$ cat src/rtl/chs_pkg.sv
/*
 * Package for the charge sequencer and status encoder: states, timing
 * constants and pattern figures. Assumes a single 20 MHz logic clock.
 */
// Contract
// - below trickle threshold at cycle start, command one tenth current
// - trickle lasting over half an hour ends charging, flags bad battery
// - above trickle threshold, enter full constant-current phase
// - entering constant-voltage phase starts a four hour safety timer
// - timer expiry ends charging, no current until a new cycle
// - after termination, below recharge threshold starts a new cycle
// - running timer is cleared when battery drops below recharge threshold
// - below-recharge condition counts only after persisting over 1.3 ms
// - bus lockout low-then-high restarts charge cycle and safety timer
// - input current limit enabled only while bus is good
// - status pin low from charge start through normal charging
// - constant-voltage and one tenth current releases the status pin
// - during input current limit, one tenth indication is ignored
// - temperature fault: 35 kHz, duty 6.25/93.75 percent, 1.5 Hz swap
// - bad battery: 35 kHz, duty 12.5/87.5 percent, 6.1 Hz swap
// - status output open drain, only pulls low or floats
// - temperature fault pauses charging, and timer in constant voltage
// - grounded thermistor input disables all temperature handling
package chs_pkg;
    localparam longint CLK_HZ          = 20_000_000;
    localparam longint CLK_NS          = 50;
    // half hour and four hours in seconds, 1.3 ms in microseconds
    localparam longint TRKL_LIMIT_S    = 1800;
    localparam longint SAFETY_S        = 14400;
    localparam longint RECHG_DEGL_US   = 1300;
    localparam longint TRKL_CYC        = TRKL_LIMIT_S * CLK_HZ;
    localparam longint SAFETY_CYC      = SAFETY_S * CLK_HZ;
    // more than 1.3 ms: one cycle past the rounded-up figure
    localparam int     RECHG_DEGL_CYC  = int'((RECHG_DEGL_US * 1000 + CLK_NS - 1) / CLK_NS) + 1;
    localparam longint CARRIER_HZ      = 35_000;
    localparam int     CARRIER_CYC     = int'(CLK_HZ / CARRIER_HZ);
    // duty in sixteenths of the carrier period
    localparam int     NTC_DUTY_LO_16  = 1;
    localparam int     BAD_DUTY_LO_16  = 2;
    localparam longint NTC_BLINK_MHZ   = 1500;
    localparam longint BAD_BLINK_MHZ   = 6100;
    // half blink periods so both halves are equal
    localparam int     NTC_HALF_CYC    = int'(CLK_HZ * 1000 / (2 * NTC_BLINK_MHZ));
    localparam int     BAD_HALF_CYC    = int'(CLK_HZ * 1000 / (2 * BAD_BLINK_MHZ));
    localparam int     TMR_W           = 40;
    localparam int     CNT_W           = 24;

    typedef enum logic [2:0] {
        CHS_IDLE   = 3'b000,
        CHS_TRKL   = 3'b001,
        CHS_CC     = 3'b011,
        CHS_CV     = 3'b010,
        CHS_DONE   = 3'b110,
        CHS_BADBAT = 3'b111
    } chs_state_t;
endpackage : chs_pkg

$ cat src/rtl/chs_charger_seq.sv
/*
 * Charge sequencer and open-drain status encoder.
 * Assumes comparator inputs are asynchronous to i_sys_clk and the pad
 * resolves o_charge_status_pin from the output enable (low when enabled).
 */
`timescale 1ns/1ps
`default_nettype none
module chs_charger_seq
    import chs_pkg::*;
#(
    parameter longint P_TRKL_CYC  = TRKL_CYC,
    parameter longint P_SAFE_CYC  = SAFETY_CYC
) (
    input  wire logic i_sys_clk,
    input  wire logic i_nrst,
    input  wire logic i_charge_enable,
    input  wire logic i_below_trickle_threshold,
    input  wire logic i_below_recharge_threshold,
    input  wire logic i_cv_mode,
    input  wire logic i_below_c10,
    input  wire logic i_bus_undervoltage_lockout_ok,
    input  wire logic i_bus_above_system_rail,
    input  wire logic i_thermistor_out_of_range,
    input  wire logic i_thermistor_input_grounded,
    input  wire logic i_charge_status_pin,
    output logic      o_charge_status_pin,
    output logic      o_charge_status_pin_oe,
    output logic      o_charge_on,
    output logic      o_trickle_current,
    output logic      o_input_limit_enable,
    output logic      o_ntc_fault,
    output logic      o_bad_battery
);
    // three-stage synchronisers; change counts when stages 2 and 3 agree
    localparam int NS = 8;
    logic [NS-1:0] raw, s1_ff, s2_ff, s3_ff, flt_ff;
    assign raw = {i_charge_enable, i_below_trickle_threshold, i_below_recharge_threshold,
                  i_cv_mode, i_below_c10, i_bus_undervoltage_lockout_ok,
                  i_thermistor_out_of_range & ~i_thermistor_input_grounded,
                  i_bus_above_system_rail};
    always_ff @(posedge i_sys_clk or negedge i_nrst) begin
        if (!i_nrst) begin
            s1_ff  <= '0;
            s2_ff  <= '0;
            s3_ff  <= '0;
            flt_ff <= '0;
        end else begin
            s1_ff <= raw;
            s2_ff <= s1_ff;
            s3_ff <= s2_ff;
            for (int k = 0; k < NS; k++) begin
                if (s2_ff[k] == s3_ff[k]) flt_ff[k] <= s3_ff[k];
            end
        end
    end
    logic en, low_trkl, low_rchg, cv, c10, bus_undervoltage_lockout_ok, thermistor_input, bus_rail;
    assign {en, low_trkl, low_rchg, cv, c10, bus_undervoltage_lockout_ok, thermistor_input, bus_rail} = flt_ff;

    // limit on only while bus is over lockout and margin above rail
    logic bus_undervoltage_lockout_d_ff;
    always_ff @(posedge i_sys_clk or negedge i_nrst) begin
        if (!i_nrst) begin
            bus_undervoltage_lockout_d_ff            <= 1'b0;
            o_input_limit_enable <= 1'b0;
        end else begin
            bus_undervoltage_lockout_d_ff            <= bus_undervoltage_lockout_ok;
            o_input_limit_enable <= bus_undervoltage_lockout_ok & bus_rail;
        end
    end
    logic restart;
    assign restart = bus_undervoltage_lockout_ok & ~bus_undervoltage_lockout_d_ff;

    // recharge deglitch
    logic [CNT_W-1:0] rchg_cnt_ff;
    logic             rchg_ok;
    always_ff @(posedge i_sys_clk or negedge i_nrst) begin
        if (!i_nrst) rchg_cnt_ff <= '0;
        else if (!low_rchg) rchg_cnt_ff <= '0;
        else if (!rchg_ok) rchg_cnt_ff <= rchg_cnt_ff + 1'b1;
    end
    assign rchg_ok = (rchg_cnt_ff >= CNT_W'(RECHG_DEGL_CYC));

    chs_state_t state_ff;
    chs_state_t nxt_state;
    logic [TMR_W-1:0] trkl_tmr_ff, safe_tmr_ff;
    logic trkl_exp, safe_exp;
    assign trkl_exp = ({24'h000000, trkl_tmr_ff} >= 64'(P_TRKL_CYC));
    assign safe_exp = ({24'h000000, safe_tmr_ff} >= 64'(P_SAFE_CYC));

    always_comb begin
        nxt_state = state_ff;
        case (state_ff)
            CHS_IDLE:   if (en) nxt_state = low_trkl ? CHS_TRKL : CHS_CC;
            CHS_TRKL: begin
                if (trkl_exp) nxt_state = CHS_BADBAT;
                else if (!low_trkl) nxt_state = CHS_CC;
            end
            CHS_CC:     if (cv) nxt_state = CHS_CV;
            CHS_CV:     if (safe_exp) nxt_state = CHS_DONE;
            CHS_DONE:   if (rchg_ok) nxt_state = CHS_IDLE;
            CHS_BADBAT: nxt_state = CHS_BADBAT;
            default:    nxt_state = CHS_IDLE;
        endcase
        if (restart || !en) nxt_state = CHS_IDLE;
    end
    always_ff @(posedge i_sys_clk or negedge i_nrst) begin
        if (!i_nrst) state_ff <= CHS_IDLE;
        else state_ff <= nxt_state;
    end

    always_ff @(posedge i_sys_clk or negedge i_nrst) begin
        if (!i_nrst) trkl_tmr_ff <= '0;
        else if (state_ff != CHS_TRKL) trkl_tmr_ff <= '0;
        else if (!thermistor_input && !trkl_exp) trkl_tmr_ff <= trkl_tmr_ff + 1'b1;
    end
    // timer runs only in constant voltage, pauses on temperature fault
    always_ff @(posedge i_sys_clk or negedge i_nrst) begin
        if (!i_nrst) safe_tmr_ff <= '0;
        else if (restart || state_ff != CHS_CV || rchg_ok) safe_tmr_ff <= '0;
        else if (!thermistor_input && !safe_exp) safe_tmr_ff <= safe_tmr_ff + 1'b1;
    end

    logic charging;
    assign charging = (state_ff == CHS_TRKL) || (state_ff == CHS_CC) || (state_ff == CHS_CV);
    always_ff @(posedge i_sys_clk or negedge i_nrst) begin
        if (!i_nrst) begin
            o_charge_on       <= 1'b0;
            o_trickle_current <= 1'b0;
        end else begin
            o_charge_on       <= (nxt_state == CHS_TRKL || nxt_state == CHS_CC
                                  || nxt_state == CHS_CV) && !thermistor_input;
            o_trickle_current <= (nxt_state == CHS_TRKL);
        end
    end

    // carrier and blink dividers
    logic [CNT_W-1:0] car_ff, ntc_blk_ff, bad_blk_ff;
    logic             ntc_hi_ff, bad_hi_ff;
    always_ff @(posedge i_sys_clk or negedge i_nrst) begin
        if (!i_nrst) begin
            car_ff     <= '0;
            ntc_blk_ff <= '0;
            bad_blk_ff <= '0;
            ntc_hi_ff  <= 1'b0;
            bad_hi_ff  <= 1'b0;
        end else begin
            car_ff <= (car_ff == CNT_W'(CARRIER_CYC - 1)) ? '0 : car_ff + 1'b1;
            if (ntc_blk_ff == CNT_W'(NTC_HALF_CYC - 1)) begin
                ntc_blk_ff <= '0;
                ntc_hi_ff  <= ~ntc_hi_ff;
            end else ntc_blk_ff <= ntc_blk_ff + 1'b1;
            if (bad_blk_ff == CNT_W'(BAD_HALF_CYC - 1)) begin
                bad_blk_ff <= '0;
                bad_hi_ff  <= ~bad_hi_ff;
            end else bad_blk_ff <= bad_blk_ff + 1'b1;
        end
    end
    function automatic logic pwm_low(input logic [CNT_W-1:0] c, input int lo16, input logic hi);
        int on16;
        on16 = hi ? 16 - lo16 : lo16;
        return (32'(c) * 16) < (on16 * CARRIER_CYC);
    endfunction : pwm_low

    // c10 disregarded under input current limit so weak input never reads done
    logic done_ind, pull;
    assign done_ind = (state_ff == CHS_CV) && c10 && !o_input_limit_enable;
    always_comb begin
        if (state_ff == CHS_BADBAT) pull = pwm_low(car_ff, BAD_DUTY_LO_16, bad_hi_ff);
        else if (thermistor_input && charging) pull = pwm_low(car_ff, NTC_DUTY_LO_16, ntc_hi_ff);
        else pull = charging && !done_ind;
    end
    always_ff @(posedge i_sys_clk or negedge i_nrst) begin
        if (!i_nrst) o_charge_status_pin_oe <= 1'b0;
        else o_charge_status_pin_oe <= pull;
    end
    assign o_charge_status_pin = 1'b0;
    assign o_ntc_fault   = thermistor_input && charging && state_ff != CHS_BADBAT;
    assign o_bad_battery = (state_ff == CHS_BADBAT);

    property p_trkl_cur;
        @(posedge i_sys_clk) disable iff (!i_nrst)
        (state_ff == CHS_TRKL) |-> o_trickle_current;
    endproperty
    a_trkl_cur: assert property (p_trkl_cur) else $error("trickle not commanded");
    property p_bad;
        @(posedge i_sys_clk) disable iff (!i_nrst)
        (state_ff == CHS_TRKL && trkl_exp && !restart && en) |=> (state_ff == CHS_BADBAT);
    endproperty
    a_bad: assert property (p_bad) else $error("no bad battery on timeout");
    property p_cc;
        @(posedge i_sys_clk) disable iff (!i_nrst)
        (state_ff == CHS_TRKL && !low_trkl && !trkl_exp && !restart && en) |=> state_ff == CHS_CC;
    endproperty
    a_cc: assert property (p_cc) else $error("no constant current entry");
    property p_safe_start;
        @(posedge i_sys_clk) disable iff (!i_nrst)
        (state_ff == CHS_CC && $rose(cv)) ##1 (state_ff == CHS_CV) |-> safe_tmr_ff == '0;
    endproperty
    a_safe_start: assert property (p_safe_start) else $error("timer not from zero");
    property p_done_off;
        @(posedge i_sys_clk) disable iff (!i_nrst)
        (state_ff == CHS_DONE) |=> !o_charge_on;
    endproperty
    a_done_off: assert property (p_done_off) else $error("current after expiry");
    property p_degl;
        @(posedge i_sys_clk) disable iff (!i_nrst)
        $rose(rchg_ok) |-> $past(low_rchg, 8);
    endproperty
    a_degl: assert property (p_degl) else $error("recharge not deglitched");
    property p_restart;
        @(posedge i_sys_clk) disable iff (!i_nrst)
        restart |=> (state_ff == CHS_IDLE && safe_tmr_ff == '0);
    endproperty
    a_restart: assert property (p_restart) else $error("lockout cycle no restart");
    property p_c10;
        @(posedge i_sys_clk) disable iff (!i_nrst)
        (state_ff == CHS_CV && o_input_limit_enable && !thermistor_input) |=> o_charge_status_pin_oe;
    endproperty
    a_c10: assert property (p_c10) else $error("released under limit");
    property p_prio;
        @(posedge i_sys_clk) disable iff (!i_nrst)
        (state_ff == CHS_BADBAT) |-> !o_ntc_fault;
    endproperty
    a_prio: assert property (p_prio) else $error("fault priority wrong");

    // sequencing holds, timer clears and pattern dividers
    property p_bad_off;
        @(posedge i_sys_clk) disable iff (!i_nrst)
        (state_ff == CHS_BADBAT) |=> !o_charge_on;
    endproperty
    a_bad_off: assert property (p_bad_off) else $error("current in bad battery");
    property p_cc_full;
        @(posedge i_sys_clk) disable iff (!i_nrst)
        (state_ff == CHS_CC) |-> !o_trickle_current;
    endproperty
    a_cc_full: assert property (p_cc_full) else $error("trickle in constant current");
    property p_cv_entry;
        @(posedge i_sys_clk) disable iff (!i_nrst)
        (state_ff == CHS_CC && cv && en && !restart) |=> (state_ff == CHS_CV);
    endproperty
    a_cv_entry: assert property (p_cv_entry) else $error("no constant voltage entry");
    property p_safe_exp;
        @(posedge i_sys_clk) disable iff (!i_nrst)
        (state_ff == CHS_CV && safe_exp && en && !restart) |=> (state_ff == CHS_DONE);
    endproperty
    a_safe_exp: assert property (p_safe_exp) else $error("no stop on timer expiry");
    property p_rchg_go;
        @(posedge i_sys_clk) disable iff (!i_nrst)
        (state_ff == CHS_DONE && rchg_ok && en && !restart) |=> (state_ff == CHS_IDLE);
    endproperty
    a_rchg_go: assert property (p_rchg_go) else $error("no recharge cycle");
    property p_rchg_clr;
        @(posedge i_sys_clk) disable iff (!i_nrst)
        (state_ff == CHS_CV && rchg_ok) |=> (safe_tmr_ff == '0);
    endproperty
    a_rchg_clr: assert property (p_rchg_clr) else $error("timer not cleared");
    property p_lim_off;
        @(posedge i_sys_clk) disable iff (!i_nrst)
        (!bus_undervoltage_lockout_ok || !bus_rail) |=> !o_input_limit_enable;
    endproperty
    a_lim_off: assert property (p_lim_off) else $error("limit on with bad bus");
    property p_pull_chg;
        @(posedge i_sys_clk) disable iff (!i_nrst)
        (charging && !thermistor_input && !done_ind) |=> o_charge_status_pin_oe;
    endproperty
    a_pull_chg: assert property (p_pull_chg) else $error("pin not low while charging");
    property p_release;
        @(posedge i_sys_clk) disable iff (!i_nrst)
        (done_ind && !thermistor_input) |=> !o_charge_status_pin_oe;
    endproperty
    a_release: assert property (p_release) else $error("pin not released at done");
    property p_ntc_blink;
        @(posedge i_sys_clk) disable iff (!i_nrst)
        (ntc_blk_ff == CNT_W'(NTC_HALF_CYC - 1)) |=> (ntc_hi_ff != $past(ntc_hi_ff));
    endproperty
    a_ntc_blink: assert property (p_ntc_blink) else $error("slow blink not swapped");
    property p_bad_blink;
        @(posedge i_sys_clk) disable iff (!i_nrst)
        (bad_blk_ff == CNT_W'(BAD_HALF_CYC - 1)) |=> (bad_hi_ff != $past(bad_hi_ff));
    endproperty
    a_bad_blink: assert property (p_bad_blink) else $error("fast blink not swapped");
    property p_od;
        @(posedge i_sys_clk) disable iff (!i_nrst)
        1'b1 |-> !o_charge_status_pin;
    endproperty
    a_od: assert property (p_od) else $error("status pin driven high");
    property p_ntc_pause;
        @(posedge i_sys_clk) disable iff (!i_nrst)
        thermistor_input |=> !o_charge_on;
    endproperty
    a_ntc_pause: assert property (p_ntc_pause) else $error("current during temp fault");
    property p_ntc_tmr;
        @(posedge i_sys_clk) disable iff (!i_nrst)
        (state_ff == CHS_CV && thermistor_input && !restart && !rchg_ok) |=> $stable(safe_tmr_ff);
    endproperty
    a_ntc_tmr: assert property (p_ntc_tmr) else $error("timer ran during temp fault");
    property p_carrier;
        @(posedge i_sys_clk) disable iff (!i_nrst)
        (car_ff == CNT_W'(CARRIER_CYC - 1)) |=> (car_ff == '0);
    endproperty
    a_carrier: assert property (p_carrier) else $error("carrier period wrong");

    c_bad:  cover property (@(posedge i_sys_clk) state_ff == CHS_BADBAT);
    c_done: cover property (@(posedge i_sys_clk) state_ff == CHS_DONE);
    c_rchg: cover property (@(posedge i_sys_clk) state_ff == CHS_DONE ##1 state_ff == CHS_IDLE);
    c_ntc:  cover property (@(posedge i_sys_clk) o_ntc_fault && o_charge_status_pin_oe);
    c_pin:  cover property (@(posedge i_sys_clk) o_charge_status_pin_oe && !i_charge_status_pin);
endmodule : chs_charger_seq
`default_nettype wire

$ cat config.mk
export PLATFORM = sky130hd
export DESIGN_NAME = chs_charger_seq
export DESIGN_NICKNAME = d
export VERILOG_FILES = /design/src/rtl/chs_pkg.sv /design/src/rtl/chs_charger_seq.sv
export SDC_FILE = /design/constraint.sdc
export NUM_CORES = 1
export LEC_CHECK = 0
export BUFFER_PORTS_ARGS = -buffer_cell sky130_fd_sc_hd__clkbuf_2
export CORE_MARGIN = 10
export CORE_UTILIZATION = 50
export CTS_BUF_LIST = sky130_fd_sc_hd__clkbuf_8
export DETAILED_ROUTE_END_ITERATION = 7
export GPL_ROUTABILITY_DRIVEN = 0
export GPL_TIMING_DRIVEN = 0
export PLACE_DENSITY = 0.66
export SLEW_MARGIN = 10
export SYNTH_ARGS = -nofsm -noshare
export SYNTH_HDL_FRONTEND = slang
export SYNTH_SLANG_ARGS = --single-unit
$ cat constraint.sdc
create_clock -name i_sys_clk -period 3.1 [get_ports i_sys_clk]
set_clock_uncertainty 0.05 [all_clocks]
set_input_delay 0.775 -clock i_sys_clk [delete_from_list [all_inputs] [get_ports i_sys_clk]]
set_output_delay 0.775 -clock i_sys_clk [all_outputs]
set_load 0.05 [all_outputs]
==> reports/results.tsv, run 1 <==
metric	value	unit
synth-compound-area-share	6.968	%
coreArea	0.02030	mm2
setup_viol	0	
nNetsFinal	1115	
nFillCells	1788	
power	5.883	mW
die-area	0.02692	mm2
powerDensity	501.1	mW/mm2
postRouteAntennaNets	0	
hp-class	in -> async	
syn_avg_cell_area	10.15	um2
synthAdderAreaFrac	3.062	%
die_w	164.1	um
synthMuxAreaShare	0.4822	%
first_iter_violations	412	
cts_max_level	2	
gr-total-overflow	0	
cts_buffers	38	
syn_area	0.01038	mm2
yosys.area.top_type	dfrtp_1	
first_global_vias	7482	
diodes	0	
ys_async_sr_fraction	100.0	%
antenna_found_initial	0	
finalCritPeriodShare	96.82	%
ys_seq_area_share	52.56	%
grt_pass1_wl	36.25	mm
clock_tree.root_cell	clkbuf_8	
worstSkewPairLatency	0.54	ns
drive_gt1_share	9.083	%
synth_top_area_share	52.56	%
fin_crit	3.001	ns
wire_per_inst	15.04	um
ys_seq_elements	218	
cap_violations	0	
grt_max_degree	96	
vias	7612	
synth.distinct_cells	56	
synthToLayoutAreaGrowth	13.10	%
slew_viol_final	0	
max_slew_margin	46.60	%
critical_path_class	reg -> reg	
reg2reg_from	safe_tmr_ff[30]	
synth_top_family_by_area	simple AND/OR/NAND/NOR gates	
synth_most_common_cell	dfrtp_1	
ys.flop_type	dfrtp_1	
cts.clk_slew.worst_paths	0.06	ns
worstMarginPinSlew	0.7949	ns
synth_xor_area_share	9.283	%
io_pins	19	
path_max_fanout	19	
initial_core_util	51.13	%
grt_usage	15.95	%
dr.pass1.iters	4	
std_cell_rows	52	
drc	0	
ir_worst_vdd	0.0003890	V
crit_arrival	3.40	ns
regArea	0.005455	mm2
synth.area.top_cells	dfrtp_1 53%, xnor2_1 5.6%, nor2_1 3.9%	
final_core_util	57.83	%
synth_nets	1054	
hpwl	13.84	mm
crit_start	safe_tmr_ff[30]	
die_h	164.1	um
cp-end-kind	register	
cts.sink_count	218	
synth_edf_count	0	
finalHoldViolCount	0	
required	3.50	ns
status	complete, no violations	
cts_tree	built	
multi_input_area	0.004710	mm2
io_buffers	16	
synth_simple_gate_area_share	25.03	%
max_freq	333.2	MHz
cts_max_path_buffers	3	
via_per_inst	5.508	
synth_warnings	0	
p_leak	5.029	nW
start_kind	register	
synthCells	1023	
drt-total-wl	20.79	mm
netlist_top_cells_count	218 x dfrtp_1, 109 x nor2_1, 69 x nand3_1, 66 x xnor2_1, 63 x nand2_1	
[cells in the final DEF, fill, tap and decap left out, drive strengths merged, types with 4 or more instances in the layout]
cell type / netlist / final
a21oi: 42 / 42
or3: 17 / 17
a21boi: 4 / 4
maj3: 8 / 8
nor2b: 5 / 5
clkbuf: 35 / 99
and4: 8 / 8
xor2: 44 / 44
dfrtp: 218 / 218
a211oi: 4 / 4
or4: 31 / 31
ha: 19 / 19
mux2i: 5 / 5
nand4: 34 / 34
xnor2: 66 / 66
and2: 26 / 26
nor4: 23 / 23
nand3: 69 / 69
and3: 25 / 25
nand2: 63 / 63
o31ai: 30 / 30
nor4b: 8 / 8
nand3b: 4 / 4
a2111oi: 4 / 4
nor2: 109 / 109
nand2b: 7 / 7
nor3: 33 / 33
o21ai: 13 / 13
inv: 29 / 41
nor3b: 6 / 6
buf: 4 / 13
or2: 4 / 4
[stage by stage]
| step | instance area [um2] | setup TNS [ns] | setup WS, ns | cells | hold slack [ns] |
|---|---|---|---|---|---|
| finish | 11740 | 0 | 0.09864 | 1382 | 0.1038 |
| global route | 11740 | -0.02011 | -0.01560 | 1382 | 0.1305 |
| CTS | 11670 | 0 | 0.02385 | 1378 | 0.1068 |
| detailed placement | 10870 | -0.1697 | -0.03187 | 1311 | 0.2871 |
| global placement | 10800 | -699.03 | -3.164 | 1309 | 0.2840 |
| floorplan | 10380 | 0 | 0.3362 | 1023 | 0.2812 |
[power breakdown]
group	total, mW	internal (mW)	switching, mW	leakage (nW)
clock	2.66	1.50	1.17	0.450
combinational	0.283	0.0802	0.203	1.66
sequential	2.93	2.90	0.0374	2.92
[critical path, cell delays in order, from the launching register on]
cell	delay, ns
dfrtp_1	0.41
or4_4	0.54
o2111a_2	0.33
or4b_1	0.57
nand2b_4	0.19
buf_6	0.19
or4_1	0.48
a21oi_1	0.15
[final cells by class]
type,count,area share [%]
buffer,37,1.322
inverter,29,0.9273
timing repair buffer,23,1.546
sequential,218,46.47
tap,270,2.878
clock buffer,52,6.097
multi-input combinational,737,40.12
clock inverter,16,0.6395
[sequential cells by signal, indices dropped and copies added, names as in the netlist, 3 cells and up]
name         count
bad_blk_ff      24
safe_tmr_ff     40
trkl_tmr_ff     40
car_ff          24
ntc_blk_ff      24
rchg_cnt_ff     24
state_ff         3
s2_ff            8
flt_ff           8
s1_ff            8
s3_ff            8
[cell families after synthesis]
kind of cell               count (synthesis)
muxes                                      5
xor gates and xnor gates                 110
adders and majority gates                 27
other                                      1
AOI/OAI and AO/OA                        112
buffers and inverters                     68
DFF                                      218
and+or+nand+nor                          482
[path summary, 6_finish.rpt]
kind                                        end  slack, ns  cells past startpoint
worst max-delay path            safe_tmr_ff[36]        0.1                      7
worst min register to register         s2_ff[3]       0.30                      0
max in group asynchronous        bad_blk_ff[14]       1.73                      3
min in group i_sys_clk                 s2_ff[3]       0.30                      0
worst max register to register  safe_tmr_ff[36]        0.1                      7
worst min-delay path             trkl_tmr_ff[7]       0.10                      1
[repair_timing]
action,in CTS,in global routing
hold buffers,0,0
resized for setup,3,11
setup endpoints to repair,15,49
pin swaps,0,1
setup buffers,0,5
[metal layers]
| layer | GRT usage (%) | share of wire [%] | vias up |
|---|---|---|---|
| met1 | 22.54 | 50 | 3685 |
| met2 | 23.96 | 44 | 114 |
| met5 | 0 | 0 | - |
| met3 | 3.229 | 3.7 | 44 |
| met4 | 5.402 | 2.3 | 0 |
| li1 | - | - | 3769 |
Note: power is estimated with default switching activity, not from simulation.
==> run 2: changes to the inputs <==
--- a/config.mk
+++ b/config.mk
@@ -7,13 +7,14 @@
 export LEC_CHECK = 0
 export BUFFER_PORTS_ARGS = -buffer_cell sky130_fd_sc_hd__clkbuf_2
 export CORE_MARGIN = 10
-export CORE_UTILIZATION = 50
+export CORE_UTILIZATION = 60
 export CTS_BUF_LIST = sky130_fd_sc_hd__clkbuf_8
 export DETAILED_ROUTE_END_ITERATION = 7
 export GPL_ROUTABILITY_DRIVEN = 0
 export GPL_TIMING_DRIVEN = 0
-export PLACE_DENSITY = 0.66
+export PLACE_DENSITY = 0.77
 export SLEW_MARGIN = 10
 export SYNTH_ARGS = -nofsm -noshare
 export SYNTH_HDL_FRONTEND = slang
 export SYNTH_SLANG_ARGS = --single-unit
+export TNS_END_PERCENT = 10
==> run 2 against run 1 <==
Count of clock-buffer cells in the layout down 1. Cell count down 3.4%. Sequential cell count unchanged. Die area down 15%. Core utilization up 10 points. Non-clock buffer count down 1. Sequential power about the same. Highest routed layer unchanged.
==> reports/results.tsv, run 2 (synthesis gave the netlist of run 1 again) <==
metric	value	unit	change
status	complete, no violations		
placedInstanceArea	0.01081	mm2	-0.52%
p_int	4.449	mW	-0.52%
pwr-share-clk	44.9	%	-0.4 points
cts_tree	built		
std_cell_rows	48		-7.7%
gr-total-overflow	0		unchanged
wire_per_inst	15.41	um	+2.5%
coreArea	0.01712	mm2	-16%
dr.pass1.iters	5		+1
place_inst	1267		-3.4%
clock_tree.root_cell	clkbuf_8		
start_kind	register		
crit_chain	and4_1 > clkbuf_1 > nand2_1 > or3_1 > clkbuf_1 > or3_1 > clkbuf_1 > clkbuf_1 > or4_1 > a21oi_1		
io_pins	19		unchanged
post-place-ws	-0.08626	ns	-0.05439 ns
cts.sink_count	218		unchanged
nNetsFinal	1113		-0.18%
final_common_cell	dfrtp_1		
cts_buffers	37		-2.6%
critical_path_class	reg -> reg		
antenna_found_initial	0		unchanged
first_iter_violations	423		+2.7%
initial_core_util	60.64	%	+9.5 points
grt_pass1_wl	35.74	mm	-1.4%
rr_worst_depth	10		+3
drive_gt1_share	8.649	%	-0.43 points
worstMarginPinSlew	1.188	ns	+0.3933 ns
drc	0		unchanged
die_h	151.5	um	-7.7%
finalNonFillerCells	1335		-3.4%
path_common_cell	clkbuf_1		
grt_max_degree	85		-11%
fin_hold_ws	0.1695	ns	+0.06572 ns
slew_viol_final	0		unchanged
hpwl	13.76	mm	-0.59%
fin_crit	3.024	ns	+0.02230 ns
cpMaxStageDelayCell	or4_1		
io_buffers	16		unchanged
finalCritPeriodShare	97.54	%	+0.72 points
powerDensity	501.9	mW/mm2	+0.16%
finalWorstSetupSlack	0.07634	ns	-0.02230 ns
diodes	0		unchanged
cp-end-kind	register		
required	3.51	ns	about the same
cts_max_level	2		unchanged
p_comb_share	4.9	%	about the same
reg_top3	safe_tmr_ff (40), trkl_tmr_ff (40)		
final_cell_mix	218 x dfrtp_1, 109 x nor2_1, 69 x nand3_1		
seqPwrFrac	50.3	%	+0.4 points
vias	7784		+2.3%
path_max_fanout	10		-9
multi_input_area	0.004684	mm2	-0.53%
synthToLayoutAreaGrowth	12.04	%	
postRouteAntennaNets	0		unchanged
max_stage_delay	0.46	ns	-0.11 ns
die_w	151.5	um	-7.7%
worstSkewPairLatency	0.54	ns	about the same
swShare	23.77	%	-0.20 points
setup-tns-final	0	ns	unchanged
setup_viol	0		unchanged
max_slew_margin	20.05	%	-27 points
cts.clk_slew.worst_paths	0.06	ns	about the same
p_switching	1.388	mW	-1.6%
ir_worst_vdd	0.0003983	V	+2.4%
drt-total-wl	20.57	mm	-1.0%
die-area	0.02296	mm2	-15%
grt_setup_unrepaired	yes		
grt_usage	18.58	%	+2.6 points
crit_arrival	3.43	ns	+0.03 ns
p_leak	5.028	nW	about the same
first_global_vias	7623		+1.9%
nFillCells	1326		-26%
hp-class	in -> async		
fin_area	0.01163	mm2	-0.94%
regArea	0.005455	mm2	unchanged
via_per_inst	5.831		+5.9%
max_freq	330.7	MHz	-0.74%
finalHoldViolCount	0		unchanged
cts_max_path_buffers	3		unchanged
cap_violations	0		unchanged
run 2: worst paths after layout:
path,from,endpoint,slack [ns]
max,safe_tmr_ff[3],safe_tmr_ff[37],0.08
min,i_nrst,trkl_tmr_ff[7],0.17
max reg2reg,safe_tmr_ff[3],safe_tmr_ff[37],0.08
min reg2reg,s1_ff[4],s2_ff[4],0.30
max in group asynchronous,i_nrst,safe_tmr_ff[18],2.02
min in group i_sys_clk,i_bus_above_system_rail,s1_ff[0],0.29
run 2: power by group through the flow:
stage / sequential [mW] / clock [mW] / combinational, mW
finish: 2.93 / 2.62 / 0.284
detailed placement: 2.98 / 0 / 0.289
CTS: 2.93 / 2.70 / 0.291
floorplan: 3.00 / 0 / 0.136
global route: 2.94 / 2.82 / 0.324
global placement: 2.98 / 0 / 0.273
run 2: what timing repair did:
| action | CTS | global route |
|---|---|---|
| gates resized for setup | 2 | 10 |
| hold buffers | 0 | 0 |
| endpoints found under the setup margin | 9 | 48 |
| pin swaps | 0 | 1 |
| setup buffers | 0 | 1 |
run 2: cell type report:
class	instances	share of cell area, %
Tap cell	225	2.421
Buffer	39	1.399
Multi-Input combinational cell	737	40.28
Timing Repair Buffer	20	1.345
Inverter	29	0.9361
Clock buffer	51	6.036
Clock inverter	16	0.6671
Sequential cell	218	46.91
run 2: per-stage QoR:
stage	utilization [%]	power [mW]
5_1_grt	67.94	6.088
6_report	67.94	5.837
3_5_place_dp	63.16	3.273
4_1_cts	67.77	5.921
3_3_place_gp	62.75	3.256
2_1_floorplan	-	3.137
run 2: critical path, delay by kind of cell, from the launching register on:
family	cells	cell delay (ns)
buf+inv	4	0.88
flops	1	0.41
compound gates	1	0.15
simple gates	5	1.46
run 2: per-layer routing:
layer | vias up | share of wire, % | track usage, %
met5 | - | 0 | 0
met4 | 0 | 2.0 | 6.482
met3 | 39 | 4.3 | 3.119
met2 | 159 | 48 | 30.16
met1 | 3824 | 46 | 24.85
li1 | 3762 | - | -
==> run 3: changes to the inputs <==
--- a/config.mk
+++ b/config.mk
@@ -6,13 +6,15 @@
 export NUM_CORES = 1
 export LEC_CHECK = 0
 export BUFFER_PORTS_ARGS = -buffer_cell sky130_fd_sc_hd__clkbuf_2
+export CELL_PAD_IN_SITES_DETAIL_PLACEMENT = 1
+export CELL_PAD_IN_SITES_GLOBAL_PLACEMENT = 1
 export CORE_MARGIN = 10
-export CORE_UTILIZATION = 60
+export CORE_UTILIZATION = 52
 export CTS_BUF_LIST = sky130_fd_sc_hd__clkbuf_8
 export DETAILED_ROUTE_END_ITERATION = 7
 export GPL_ROUTABILITY_DRIVEN = 0
 export GPL_TIMING_DRIVEN = 0
-export PLACE_DENSITY = 0.77
+export PLACE_DENSITY_LB_ADDON = 0.1
 export SLEW_MARGIN = 10
 export SYNTH_ARGS = -nofsm -noshare
 export SYNTH_HDL_FRONTEND = slang
==> run 3 against run 2 <==
Via count is 1.7% higher. Sequential power hardly changed. Sequential share of layout area down 0.48 points. Global-route usage up 0.40 points. Non-clock buffer count is 2 higher. Register-to-register slack about the same. Clock power increased by 5%. Setup slack worse by 0.0013 ns. Die area up 13%. Worst hold slack got worse by 0.079 ns. Critical path type unchanged. Largest cell class unchanged. Highest routed layer unchanged.
==> reports/results.tsv, run 3 (synthesis gave the netlist of run 1 again) <==
metric	value	unit	change
status	complete, no violations		
first_iter_violations	402		-5.0%
clock_tree.root_cell	clkbuf_8		
cts_buffers	38		+2.7%
use_met2	32.84	%	+2.7 points
start_kind	register		
finalCritPeriodShare	97.58	%	about the same
critical-path-top-delay-family	simple AND/OR/NAND/NOR gates		
post-place-ws	-0.1780	ns	-0.09174 ns
required	3.50	ns	about the same
drt-total-wl	24.66	mm	+20%
antenna_found_initial	0		unchanged
max_freq	330.6	MHz	about the same
final_common_cell	dfrtp_1		
gr-usage-met1	23.44	%	-1.4 points
finalHoldViolCount	0		unchanged
place_inst	1306		+3.1%
grt_max_degree	104		+22%
r2r_end	safe_tmr_ff[32]		
worstMarginPinSlew	1.169	ns	-0.01909 ns
grt_util_met3	3.508	%	+0.39 points
nNetsFinal	1116		+0.27%
hp-class	in -> async		
final_cell_mix	218 x dfrtp_1, 109 x nor2_1, 69 x nand3_1		
slew_viol_final	0		unchanged
critPathBufInv	1		-3
fin_crit	3.025	ns	+0.001258 ns
die-area	0.02601	mm2	+13%
setup_viol	0		unchanged
diodes	0		unchanged
finalNonFillerCells	1379		+3.3%
top_usage_layer	met2		
critical_path_class	reg -> reg		
placedInstanceArea	0.01086	mm2	+0.46%
std_cell_rows	51		+6.3%
gr-total-overflow	0		unchanged
vias	7918		+1.7%
finalWorstSetupSlack	0.07508	ns	-0.001258 ns
cap_violations	0		unchanged
final_core_util	60.17	%	-7.8 points
first_global_vias	8557		+12%
die_h	161.3	um	+6.4%
postRouteAntennaNets	0		unchanged
fin_area	0.01175	mm2	+1.0%
reg2reg_from	safe_tmr_ff[30]		
wire_per_inst	17.88	um	+16%
cts.clk_slew.worst_paths	0.06	ns	about the same
cts.sink_count	218		unchanged
p_leak	5.057	nW	+0.56%
dr.pass1.iters	4		-1
ir_worst_vdd	0.0003943	V	-1.0%
reg2reg_slack	0.08	ns	about the same
cp-end-kind	register		
crit_chain	or4_4 > o2111a_2 > or4b_1 > nand2b_4 > buf_6 > or4_1 > a21oi_1		
cts_max_path_buffers	3		unchanged
cts_tree	built		
die_w	161.3	um	+6.4%
synthToLayoutAreaGrowth	13.20	%	
grt_pass1_wl	41.96	mm	+17%
cts_max_level	2		unchanged
io_pins	19		unchanged
grt_setup_unrepaired	yes		
crit_arrival	3.43	ns	about the same
via_per_inst	5.742		-1.5%
fin_hold_ws	0.09028	ns	-0.07923 ns
cpMaxStageDelayCell	or4_4		
coreArea	0.01953	mm2	+14%
power	5.978	mW	+2.4%
reg_top3	safe_tmr_ff (40), trkl_tmr_ff (40)		
max_slew_margin	21.33	%	+1.3 points
rr_worst_depth	7		-3
drc	0		unchanged
hpwl	16.45	mm	+20%
initial_core_util	53.15	%	-7.5 points
worstSkewPairLatency	0.54	ns	about the same
max_stage_delay	0.56	ns	+0.10 ns
io_buffers	16		unchanged
setup-tns-final	0	ns	unchanged
powerDensity	508.8	mW/mm2	+1.4%
drive_gt1_share	9.246	%	+0.60 points
grt_usage	18.98	%	+0.40 points
path_max_fanout	10		unchanged
-- run 3: cell types whose count changed in the layout (fill, tap and decap cells not counted), moves of 2 or more --
cell      previous run  this run
buf_4                2         5
clkbuf_2            17        19
clkbuf_1            32        29
inv_1               39        41
-- run 3: how the worst max path moves through the flow --
stage | startpoint | to | slack (ns) | cells after the start
after CTS | safe_tmr_ff[30] | safe_tmr_ff[30] | -0.01 | 8
final | safe_tmr_ff[30] | safe_tmr_ff[32] | 0.08 | 7
after global routing | safe_tmr_ff[30] | safe_tmr_ff[30] | -0.07 | 8
after global placement | i_nrst | bad_blk_ff[22] | -3.15 | 1
after detailed placement | safe_tmr_ff[30] | safe_tmr_ff[29] | -0.18 | 8
after floorplan | safe_tmr_ff[30] | safe_tmr_ff[32] | 0.34 | 7
-- run 3: timing repair --
action / 4_1_cts / 5_1_grt
resized for setup: 6 / 10
setup buffers: 0 / 4
hold buffers: 0 / 0
setup endpoints to repair: 30 / 71
pin swaps: 0 / 1
-- run 3: worst reg2reg max path, stage by stage (launching register included) --
cell and delay, ns:
dfrtp_1 0.42, or4_4 0.56, o2111a_2 0.32, or4b_1 0.57
nand2b_4 0.20, buf_6 0.18, or4_1 0.46, a21oi_1 0.18
-- run 3: metal layers --
layer / vias up / part of all wire, %
met5: - / 0
met4: 0 / 2.0
met3: 45 / 3.2
met2: 102 / 50
met1: 4009 / 45
li1: 3762 / -
-- run 3: where the power goes --
part	switching [mW]	internal, mW
Sequential	0.0367	2.90
Clock	1.19	1.56
Combinational	0.216	0.0806
Total	1.44	4.53
-- run 3: area by class of cell --
| type | instances | area [um2] |
|---|---|---|
| timing repair buffer | 22 | 173.9 |
| clock buffer | 51 | 701.9 |
| clock inverter | 18 | 107.6 |
| sequential | 218 | 5455 |
| buffer | 39 | 166.4 |
| tap | 265 | 331.6 |
| multi-input combinational | 737 | 4703 |
| inverter | 29 | 108.9 |
| fill | 2190 | 7777 |
